File: src/inc/pwm_cap_pkg.sv
// package: register map, field layout and reset values of the pwm/capture timer
package pwm_cap_pkg;
   localparam int AW = 8;
   // fixed control words
   localparam logic [7:0] OFS_PRESCALE = 8'h00;
   localparam logic [7:0] OFS_CLKSEL   = 8'h04;
   localparam logic [7:0] OFS_CTRL     = 8'h08;
   localparam logic [7:0] OFS_DEADZONE = 8'h0c;
   localparam logic [7:0] OFS_IRQ_EN   = 8'h10;
   localparam logic [7:0] OFS_IRQ_IND  = 8'h14;
   localparam logic [7:0] OFS_CAP_FLAG = 8'h18;
   // capture control: group a low/high, group b low/high
   localparam logic [7:0] OFS_CAP_CTRL = 8'h20;
   // per-channel banks, one word per channel 0..7
   localparam logic [7:0] OFS_PERIOD   = 8'h40;
   localparam logic [7:0] OFS_COMPARE  = 8'h60;
   localparam logic [7:0] OFS_COUNT    = 8'h80;
   localparam logic [7:0] OFS_RISE     = 8'ha0;
   localparam logic [7:0] OFS_FALL     = 8'hc0;
   // field positions
   localparam int CTRL_EN_POS     = 0;
   localparam int CTRL_MODE_POS   = 8;
   localparam int CTRL_PAIR_POS   = 16;
   localparam int PRESCALE_W      = 8;
   localparam int CLKSEL_W        = 4;
   localparam int DZ_W            = 8;
   localparam int CAP_EN_POS      = 0;
   localparam int CAP_RISE_IE_POS = 1;
   localparam int CAP_FALL_IE_POS = 2;
   localparam int CAP_HALF_POS    = 16;
   // reset values
   localparam logic [31:0] RST_WORD  = 32'h0000_0000;
   localparam logic [7:0]  RST_FLAGS = 8'h00;
   // clock divider selections
   localparam logic [2:0] DIV_1  = 3'h0;
   localparam logic [2:0] DIV_2  = 3'h1;
   localparam logic [2:0] DIV_4  = 3'h2;
   localparam logic [2:0] DIV_8  = 3'h3;
   localparam logic [2:0] DIV_16 = 3'h4;
endpackage

File: src/rtl/pwm_capture_timer.sv
// pwm generator and capture timer, two groups of four channels, apb slave
//
// Register access over APB and the address map were chosen for this implementation.
`timescale 1ns/10ps
module pwm_capture_timer
#(
   parameter int CW = 16,
   parameter int PW = 8
)
(
   input  logic                     pclk,
   input  logic                     presetn,
   input  logic                     ce,
   input  logic                     psel,
   input  logic                     penable,
   input  logic                     pwrite,
   input  logic [pwm_cap_pkg::AW-1:0] paddr,
   input  logic [31:0]              pwdata,
   output logic [31:0]              prdata,
   output logic                     pready,
   output logic                     pslverr,
   input  logic [7:0]               cap_in,
   output logic [7:0]               pwm_out,
   output logic [7:0]               pwm_oe,
   output logic                     irq_group_a,
   output logic                     irq_group_b
);
   import pwm_cap_pkg::*;

   logic          acc;
   logic          wr;
   logic [2:0]    bank;
   logic [2:0]    idx;
   logic [31:0]   prescale_r;
   logic [31:0]   clksel_r;
   logic [31:0]   ctrl_r;
   logic [31:0]   deadzone_r;
   logic [31:0]   cap_ctrl_r [4];
   logic [7:0]    irq_en_r;
   logic [7:0]    irq_ind_r;
   logic [7:0]    cap_flag_r;
   logic [7:0]    done_r;
   logic [7:0]    cap_prev_r;
   logic [CW-1:0] period_r   [8];
   logic [CW-1:0] cmp_buf_r  [8];
   logic [CW-1:0] cmp_act_r  [8];
   logic [CW-1:0] cnt_r      [8];
   logic [CW-1:0] rise_r     [8];
   logic [CW-1:0] fall_r     [8];
   logic [3:0]    tick;
   logic [7:0]    zero_evt;
   logic [7:0]    cap_evt;
   logic [7:0]    cap_rise;
   logic [7:0]    cap_fall;
   logic [7:0]    cap_en;
   logic [7:0]    per_wr;
   logic [7:0]    act;
   logic [7:0]    wave;
   logic [7:0]    out_nxt;
   logic [7:0]    oe_nxt;
   logic [7:0]    irq_src;
   logic [7:0]    ind_clr;
   logic [7:0]    flag_clr;
   logic [31:0]   rdata_nxt;
   logic          err_nxt;

   // registers change one edge before the master sees pready
   assign acc  = ce & psel & penable & ~pready;
   assign wr   = acc & pwrite;
   assign bank = paddr[7:5];
   assign idx  = paddr[4:2];

   function automatic logic [3:0] div_last(input logic [2:0] code);
      logic [3:0] r;
      r = 4'h0;
      case (code)
         DIV_2:   r = 4'h1;
         DIV_4:   r = 4'h3;
         DIV_8:   r = 4'h7;
         DIV_16:  r = 4'hf;
         default: r = 4'h0;
      endcase
      return r;
   endfunction

   ////////////////////////////////////////////////////////////////////////////////
   // software registers

   always_ff @(posedge pclk or negedge presetn)
   begin
      if (!presetn)
      begin
         prescale_r <= RST_WORD;
         clksel_r   <= RST_WORD;
         ctrl_r     <= RST_WORD;
         deadzone_r <= RST_WORD;
         irq_en_r   <= RST_FLAGS;
      end
      else if (wr)
      begin
         case (paddr)
            OFS_PRESCALE: prescale_r <= pwdata;
            OFS_CLKSEL:   clksel_r   <= pwdata;
            OFS_CTRL:     ctrl_r     <= pwdata;
            OFS_DEADZONE: deadzone_r <= pwdata;
            OFS_IRQ_EN:   irq_en_r   <= pwdata[7:0];
            default:      ;
         endcase
      end
   end

   always_ff @(posedge pclk or negedge presetn)
   begin
      if (!presetn)
      begin
         for (int k = 0; k < 4; k++)
            cap_ctrl_r[k] <= RST_WORD;
      end
      else if (wr && bank == OFS_CAP_CTRL[7:5] && !paddr[4])
      begin
         cap_ctrl_r[paddr[3:2]] <= pwdata;
      end
   end

   // write-one-to-clear; a hardware set in the same cycle wins
   assign ind_clr  = (wr && paddr == OFS_IRQ_IND)  ? pwdata[7:0] : RST_FLAGS;
   assign flag_clr = (wr && paddr == OFS_CAP_FLAG) ? pwdata[7:0] : RST_FLAGS;

   always_ff @(posedge pclk or negedge presetn)
   begin
      if (!presetn)
      begin
         irq_ind_r  <= RST_FLAGS;
         cap_flag_r <= RST_FLAGS;
         cap_prev_r <= RST_FLAGS;
      end
      else
      begin
         irq_ind_r  <= (irq_ind_r & ~ind_clr) | zero_evt;
         cap_flag_r <= (cap_flag_r & ~flag_clr) | cap_evt;
         if (ce)
            cap_prev_r <= cap_in;
      end
   end

   // capture shares the channel interrupt line with the period flag
   assign irq_src = (irq_ind_r & irq_en_r) | cap_flag_r;

   ////////////////////////////////////////////////////////////////////////////////
   // generators: prescaler and divider shared by the two channels of one pair

   for (genvar g = 0; g < 4; g++)
   begin : gen_g
      logic [PW-1:0] pre_r;
      logic [3:0]    div_r;
      logic          wrap;
      assign wrap    = (pre_r == prescale_r[PRESCALE_W*g +: PW]);
      assign tick[g] = ce & wrap & (div_r >= div_last(clksel_r[CLKSEL_W*g +: 3]));
      always_ff @(posedge pclk or negedge presetn)
      begin
         if (!presetn)
         begin
            pre_r <= '0;
            div_r <= 4'h0;
         end
         else if (ce)
         begin
            if (wrap)
            begin
               pre_r <= '0;
               div_r <= tick[g] ? 4'h0 : div_r + 4'h1;
            end
            else
               pre_r <= pre_r + 1'b1;
         end
      end
   end

   ////////////////////////////////////////////////////////////////////////////////
   // channels: down-counter, comparator, capture, pair logic and dead zone

   for (genvar c = 0; c < 8; c++)
   begin : gen_c
      localparam int G = c / 2;
      localparam int K = (c / 4) * 2 + (c % 4) / 2;
      localparam int H = c % 2;
      logic [15:0] ccr;
      logic        run;
      logic        auto;
      logic        pair;
      logic        cmp_wr;
      logic        restart;
      logic        src;
      logic [7:0]  dz_len;
      logic [7:0]  dcnt_r;

      assign ccr       = cap_ctrl_r[K][CAP_HALF_POS*H +: 16];
      assign run       = ctrl_r[CTRL_EN_POS + c];
      assign auto      = ctrl_r[CTRL_MODE_POS + c];
      assign pair      = ctrl_r[CTRL_PAIR_POS + G];
      assign cap_en[c] = ccr[CAP_EN_POS];
      assign per_wr[c] = wr & (bank == OFS_PERIOD[7:5]) & (idx == 3'(c));
      assign cmp_wr    = wr & (bank == OFS_COMPARE[7:5]) & (idx == 3'(c));
      // a non-zero period only starts an idle counter; a running one reloads at zero only in auto-reload mode, one-shot stops there
      assign restart   = per_wr[c] & (pwdata[CW-1:0] != '0) & (cnt_r[c] == '0);

      // the pwm counter is the capture timer too
      assign cap_rise[c] = ce & cap_en[c] & cap_in[c] & ~cap_prev_r[c];
      assign cap_fall[c] = ce & cap_en[c] & ~cap_in[c] & cap_prev_r[c];
      assign cap_evt[c]  = (cap_rise[c] & ccr[CAP_RISE_IE_POS])
                         | (cap_fall[c] & ccr[CAP_FALL_IE_POS]);
      // a zero period holds the counter, so no flag repeats
      assign zero_evt[c] = tick[G] & run & ~done_r[c] & (cnt_r[c] == '0)
                         & (period_r[c] != '0);

      always_ff @(posedge pclk or negedge presetn)
      begin
         if (!presetn)
         begin
            cnt_r[c]     <= '0;
            period_r[c]  <= '0;
            cmp_buf_r[c] <= '0;
            cmp_act_r[c] <= '0;
            done_r[c]    <= 1'b0;
         end
         else if (ce)
         begin
            if (per_wr[c])
               period_r[c] <= pwdata[CW-1:0];
            else if (zero_evt[c] && !auto)
               period_r[c] <= '0;
            if (cmp_wr)
               cmp_buf_r[c] <= pwdata[CW-1:0];
            else if (zero_evt[c] && !auto)
               cmp_buf_r[c] <= '0;
            if (cap_evt[c])
               cnt_r[c] <= period_r[c];
            else if (restart)
               cnt_r[c] <= pwdata[CW-1:0];
            else if (zero_evt[c])
               cnt_r[c] <= auto ? period_r[c] : '0;
            else if (tick[G] && run && !done_r[c] && cnt_r[c] != '0)
               cnt_r[c] <= cnt_r[c] - 1'b1;
            // new duty only at a period boundary
            if (restart || cap_evt[c] || (zero_evt[c] && auto))
               cmp_act_r[c] <= cmp_buf_r[c];
            else if (zero_evt[c])
               cmp_act_r[c] <= '0;
            if (restart)
               done_r[c] <= 1'b0;
            else if (zero_evt[c] && !auto)
               done_r[c] <= 1'b1;
         end
      end

      always_ff @(posedge pclk or negedge presetn)
      begin
         if (!presetn)
         begin
            rise_r[c] <= '0;
            fall_r[c] <= '0;
         end
         else
         begin
            if (cap_rise[c])
               rise_r[c] <= cnt_r[c];
            if (cap_fall[c])
               fall_r[c] <= cnt_r[c];
         end
      end

      // low for period-compare units, then high for compare+1 units
      assign act[c]  = run & ~done_r[c] & ~cap_en[c];
      assign wave[c] = act[c] & (cnt_r[c] <= cmp_act_r[c]);

      if (H == 1)
      begin : gen_odd
         assign src = pair ? (act[c-1] & ~wave[c-1]) : wave[c];
      end
      else
      begin : gen_even
         assign src = wave[c];
      end

      // dead zone counts pclk cycles; only paired outputs are delayed
      assign dz_len = pair ? deadzone_r[DZ_W*G +: 8] : 8'h00;
      always_ff @(posedge pclk or negedge presetn)
      begin
         if (!presetn)
            dcnt_r <= 8'h00;
         else if (ce)
         begin
            if (!src)
               dcnt_r <= 8'h00;
            else if (dcnt_r < dz_len)
               dcnt_r <= dcnt_r + 8'h01;
         end
      end
      assign out_nxt[c] = src & (dcnt_r >= dz_len);
      assign oe_nxt[c]  = run & ~cap_en[c];
   end

   ////////////////////////////////////////////////////////////////////////////////
   // read decode

   always_comb
   begin
      rdata_nxt = RST_WORD;
      err_nxt   = 1'b0;
      case (bank)
         OFS_PRESCALE[7:5]:
         begin
            case (paddr)
               OFS_PRESCALE: rdata_nxt = prescale_r;
               OFS_CLKSEL:   rdata_nxt = clksel_r;
               OFS_CTRL:     rdata_nxt = ctrl_r;
               OFS_DEADZONE: rdata_nxt = deadzone_r;
               OFS_IRQ_EN:   rdata_nxt = {24'h000000, irq_en_r};
               OFS_IRQ_IND:  rdata_nxt = {24'h000000, irq_ind_r};
               OFS_CAP_FLAG: rdata_nxt = {24'h000000, cap_flag_r};
               default:      err_nxt   = 1'b1;
            endcase
         end
         OFS_CAP_CTRL[7:5]:
         begin
            if (paddr[4])
               err_nxt = 1'b1;
            else
               rdata_nxt = cap_ctrl_r[paddr[3:2]];
         end
         OFS_PERIOD[7:5]:  rdata_nxt = 32'(period_r[idx]);
         OFS_COMPARE[7:5]: rdata_nxt = 32'(cmp_buf_r[idx]);
         OFS_COUNT[7:5]:   rdata_nxt = 32'(cnt_r[idx]);
         OFS_RISE[7:5]:    rdata_nxt = 32'(rise_r[idx]);
         OFS_FALL[7:5]:    rdata_nxt = 32'(fall_r[idx]);
         default:          err_nxt   = 1'b1;
      endcase
   end

   ////////////////////////////////////////////////////////////////////////////////
   // output flops

   always_ff @(posedge pclk or negedge presetn)
   begin
      if (!presetn)
      begin
         prdata      <= RST_WORD;
         pready      <= 1'b0;
         pslverr     <= 1'b0;
         pwm_out     <= RST_FLAGS;
         pwm_oe      <= RST_FLAGS;
         irq_group_a <= 1'b0;
         irq_group_b <= 1'b0;
      end
      else if (ce)
      begin
         pready  <= psel & penable & ~pready;
         pslverr <= acc & err_nxt;
         if (acc && !pwrite)
            prdata <= rdata_nxt;
         pwm_out     <= out_nxt;
         pwm_oe      <= oe_nxt;
         irq_group_a <= |irq_src[3:0];
         irq_group_b <= |irq_src[7:4];
      end
   end
endmodule

File: config.mk
export PLATFORM = sky130hd
export DESIGN_NAME = pwm_capture_timer
export DESIGN_NICKNAME = d
export VERILOG_FILES = /design/src/inc/pwm_cap_pkg.sv /design/src/rtl/pwm_capture_timer.sv
export SDC_FILE = /design/constraint.sdc
export NUM_CORES = 2
export LEC_CHECK = 0
export BUFFER_PORTS_ARGS = -buffer_cell sky130_fd_sc_hd__buf_2
export CELL_PAD_IN_SITES_DETAIL_PLACEMENT = 0
export CELL_PAD_IN_SITES_GLOBAL_PLACEMENT = 1
export CORE_UTILIZATION = 50
export CTS_BUF_LIST = sky130_fd_sc_hd__clkbuf_8 sky130_fd_sc_hd__clkbuf_16
export DETAILED_ROUTE_END_ITERATION = 16
export PLACE_DENSITY = 0.87
export SKIP_CTS_REPAIR_TIMING = 1
export SLEW_MARGIN = 20
export SYNTH_ARGS = -nofsm -noshare
export SYNTH_HDL_FRONTEND = slang
export SYNTH_SLANG_ARGS = --single-unit
File: constraint.sdc
create_clock -name pclk -period 6.2 [get_ports pclk]
set_clock_uncertainty 0.15 [all_clocks]
set_input_delay 1.86 -clock pclk [delete_from_list [all_inputs] [get_ports pclk]]
set_output_delay 1.86 -clock pclk [all_outputs]
set_load 0.05 [all_outputs]
==> out/qor.csv <==
metric,value,unit
run_status,"complete, no violations",
cts_sinks,1228,
relative_contribution_of_combinational_cells_to_total_power,9.3,%
total_area_of_multi_input_combinational_cells,32240,sq um
grt_pass1_vias,51878,
place_ws,0.4775,ns
cts_root_buf,sky130_fd_sc_hd__clkbuf_16,
fin_ws,1.186,ns
buffer_ports.inserted,105,
die-area,131900,sq um
area_delta_synth_final,11.57,%
synth_enable_flop_cells,0,
layout-drive-gt1-share,20.84,%
detail_route.vias_per_cell,6.757,
tns,0,ns
cellInternalPower,13490,uW
groute.usage.overall,38.97,%
critical_path_required,6.76,ns
initialDrtViolationCount,7484,
swShare,27.12,%
hold_path_class,reg -> reg,
ys_dominant_reg_cell,sky130_fd_sc_hd__dfrtp_1,
cts_buffers,136,
gp_routability_congestion,1.049,
post_synthesis_cell_type_count,100,
syn-num-nets,6365,
drv_slew,0,
grt_antenna_before_repair,14,
cp_slowest_cell,sky130_fd_sc_hd__nor4_4,
cap_violations,0,
drc_errors,0,
synth_largest_area_cell,sky130_fd_sc_hd__dfrtp_1,
io_pins,106,
worst_path_largest_cell_delay,0.78,ns
vdd.ir_drop.worst,0.0002699,V
worstPathCellList,"buf_2, nor3b_2, nand3_1, buf_4, nor4_4, nor3_2, buf_4, nand2b_1, o21ai_0, o21ai_0",
yosys.area.top_type_share,47.10,%
die_h,363.2,um
worstPathArrival,5.57,ns
final_period_minus_worst_setup_slack,5.014,ns
synth_sequential_area_ratio,47.10,%
design.core.area,129500,sq um
first_pass_grt_wire_length,370400,um
tritoncts,done,
post-route-period-util,80.87,%
post-synth-top-count-cell,sky130_fd_sc_hd__dfrtp_1,
num_rows,132,
detail-route-antenna-nets,0,
syn-cell-area,65240,sq um
syn-instance-count,6079,
sequential_cell_area,30730,sq um
cp-start-kind,input port,
filler_cell_count,11044,
highest_attainable_clock_frequency,199.4,MHz
pwr-share-clk,44.9,%
critical_path_peak_fanout,18,
slew_headroom,9.646,%
cpLargestDelayFamily,simple AND/OR/NAND/NOR gates,
pin_count_of_the_biggest_net_entering_global_routing,168,
path_class,in -> reg,
worstPathBufferInverterCount,3,
wl_per_cell,32.12,um
cts_htree_levels,4,
clk_latency,0.80,ns
seq_power_share,45.8,%
worst-slew-pin-transition,1.345,ns
final_util,56.22,%
initial_core_util,50.39,%
detailedRoute.firstPassIterationCount,8,
cts-root-to-sink-buffers,3,
critPathCaptureType,flop,
die_w,363.2,um
vias,53953,
dpl.hpwl,181600,um
grt_overflow,0,
finalHoldViolations,0,
synth.yosys.warnings,0,
wire_length_reported_by_the_detailed_router,256500,um
synth_top_cells_by_count,"sky130_fd_sc_hd__dfrtp_1 (1228), sky130_fd_sc_hd__nand2_1 (755), sky130_fd_sc_hd__mux2_2 (488)",
switching_power,5021,uW
async_flop_share,100.0,%
synth_area_leaders,"sky130_fd_sc_hd__dfrtp_1 (47%), sky130_fd_sc_hd__mux2_2 (8.4%), sky130_fd_sc_hd__mux4_2 (6.6%), sky130_fd_sc_hd__ha_1 (4.4%), sky130_fd_sc_hd__nand2_1 (4.3%)",
p_leak,0.03449,uW
clk_pin_slew,0.06,ns
final_nets,6420,
grt_setup_unrepaired,false,
power_density,254.3,nW/um^2
ys_ff_latch,1228,
synthesis.area_per_instance,10.73,sq um
finalSetupViolations,0,
## through the flow
stage / power, uW / area [sq um] / hold slack (ns) / cells
after floorplan: 9416 / 65240 / 0.2946 / 6079
after global routing: 18960 / 72780 / 0.3389 / 7979
after CTS: 18490 / 72730 / 0.3239 / 7976
after detailed placement: 10270 / 68200 / 0.3092 / 7738
after global placement: 10240 / 68180 / 0.2980 / 7738
final: 18510 / 72790 / 0.3184 / 7985
## power by group through the flow
stage | logic, uW | registers, uW | clock network [uW]
after CTS | 1680 | 8460 | 8350
after global placement | 1650 | 8600 | 0
after global routing | 1820 | 8480 | 8650
after floorplan | 903 | 8510 | 0
after detailed placement | 1670 | 8600 | 0
final | 1730 | 8480 | 8310
## registers in the layout, indices dropped and copies added (netlist names), 64 cells and up
register      cells
cap_ctrl_r      128
cmp_act_r       128
cmp_buf_r       128
cnt_r           128
fall_r          128
period_r        128
rise_r          128
gen_c.dcnt_r     64
## cell families (layout without fill, tap and decap cells)
kind of cell	after synthesis	in the layout	synth area share (%)
AOI/OAI and AO/OA	1296	1296	13.15
xor gates and xnor gates	167	167	2.242
other	0	9	0
DFF	1228	1228	47.10
and+or+nand+nor	1794	1794	13.27
buffers and inverters	615	770	3.717
muxes	747	747	16.08
adders and majority gates	232	232	4.449
## layout by cell type, fill, tap and decap left out, types with 83 or more instances in the layout
| master | Yosys | routed |
|---|---|---|
| sky130_fd_sc_hd__nand2_1 | 755 | 752 |
| sky130_fd_sc_hd__ha_1 | 232 | 232 |
| sky130_fd_sc_hd__xor2_1 | 98 | 98 |
| sky130_fd_sc_hd__nand3_1 | 166 | 165 |
| sky130_fd_sc_hd__a21oi_1 | 204 | 204 |
| sky130_fd_sc_hd__nor2_1 | 315 | 303 |
| sky130_fd_sc_hd__nor4_1 | 90 | 85 |
| sky130_fd_sc_hd__buf_4 | 3 | 206 |
| sky130_fd_sc_hd__mux4_2 | 192 | 192 |
| sky130_fd_sc_hd__a22o_1 | 177 | 177 |
| sky130_fd_sc_hd__mux2_2 | 488 | 488 |
| sky130_fd_sc_hd__o21ai_0 | 368 | 368 |
| sky130_fd_sc_hd__nor3_1 | 88 | 83 |
| sky130_fd_sc_hd__dfrtp_1 | 1228 | 1228 |
| sky130_fd_sc_hd__inv_1 | 212 | 235 |
| sky130_fd_sc_hd__clkbuf_16 | 0 | 138 |
| sky130_fd_sc_hd__buf_2 | 65 | 100 |
| sky130_fd_sc_hd__nand4_1 | 87 | 87 |
## per-layer routing
| metal | GRT usage [%] | vias up | share of wire, % |
|---|---|---|---|
| met3 | 13.43 | 739 | 13 |
| li1 | - | 22392 | - |
| met2 | 54.74 | 3472 | 42 |
| met4 | 22.29 | 6 | 6.3 |
| met5 | 0 | - | 0.016 |
| met1 | 52.30 | 27344 | 39 |
## layout make-up
| type | instances | share of cell area, % |
|---|---|---|
| inverter | 213 | 1.098 |
| clock buffer | 164 | 5.236 |
| tap | 1742 | 2.994 |
| antenna | 9 | 0.03094 |
| sequential | 1228 | 42.21 |
| clock inverter | 74 | 0.9883 |
| timing repair buffer | 319 | 3.154 |
| multi-input combinational | 4236 | 44.28 |
## final timing paths
| check | start | to | slack (ns) | cells past startpoint |
|---|---|---|---|---|
| worst max-delay path | paddr[6] | cnt_r[21]$_DFFE_PN0P_ | 1.19 | 10 |
| max in group asynchronous | presetn | period_r[83]$_DFFE_PN0P_ | 3.64 | 2 |
| min in group asynchronous | presetn | gen_c[1].dcnt_r[6]$_DFFE_PN0P_ | 0.86 | 1 |
| worst min-delay path | prdata[18]$_DFFE_PN0P_ | prdata[18]$_DFFE_PN0P_ | 0.32 | 1 |
| worst min register to register | prdata[18]$_DFFE_PN0P_ | prdata[18]$_DFFE_PN0P_ | 0.32 | 1 |
| worst max register to register | cnt_r[16]$_DFFE_PN0P_ | cnt_r[28]$_DFFE_PN0P_ | 1.26 | 10 |
Power figures use the tool's default switching activity.
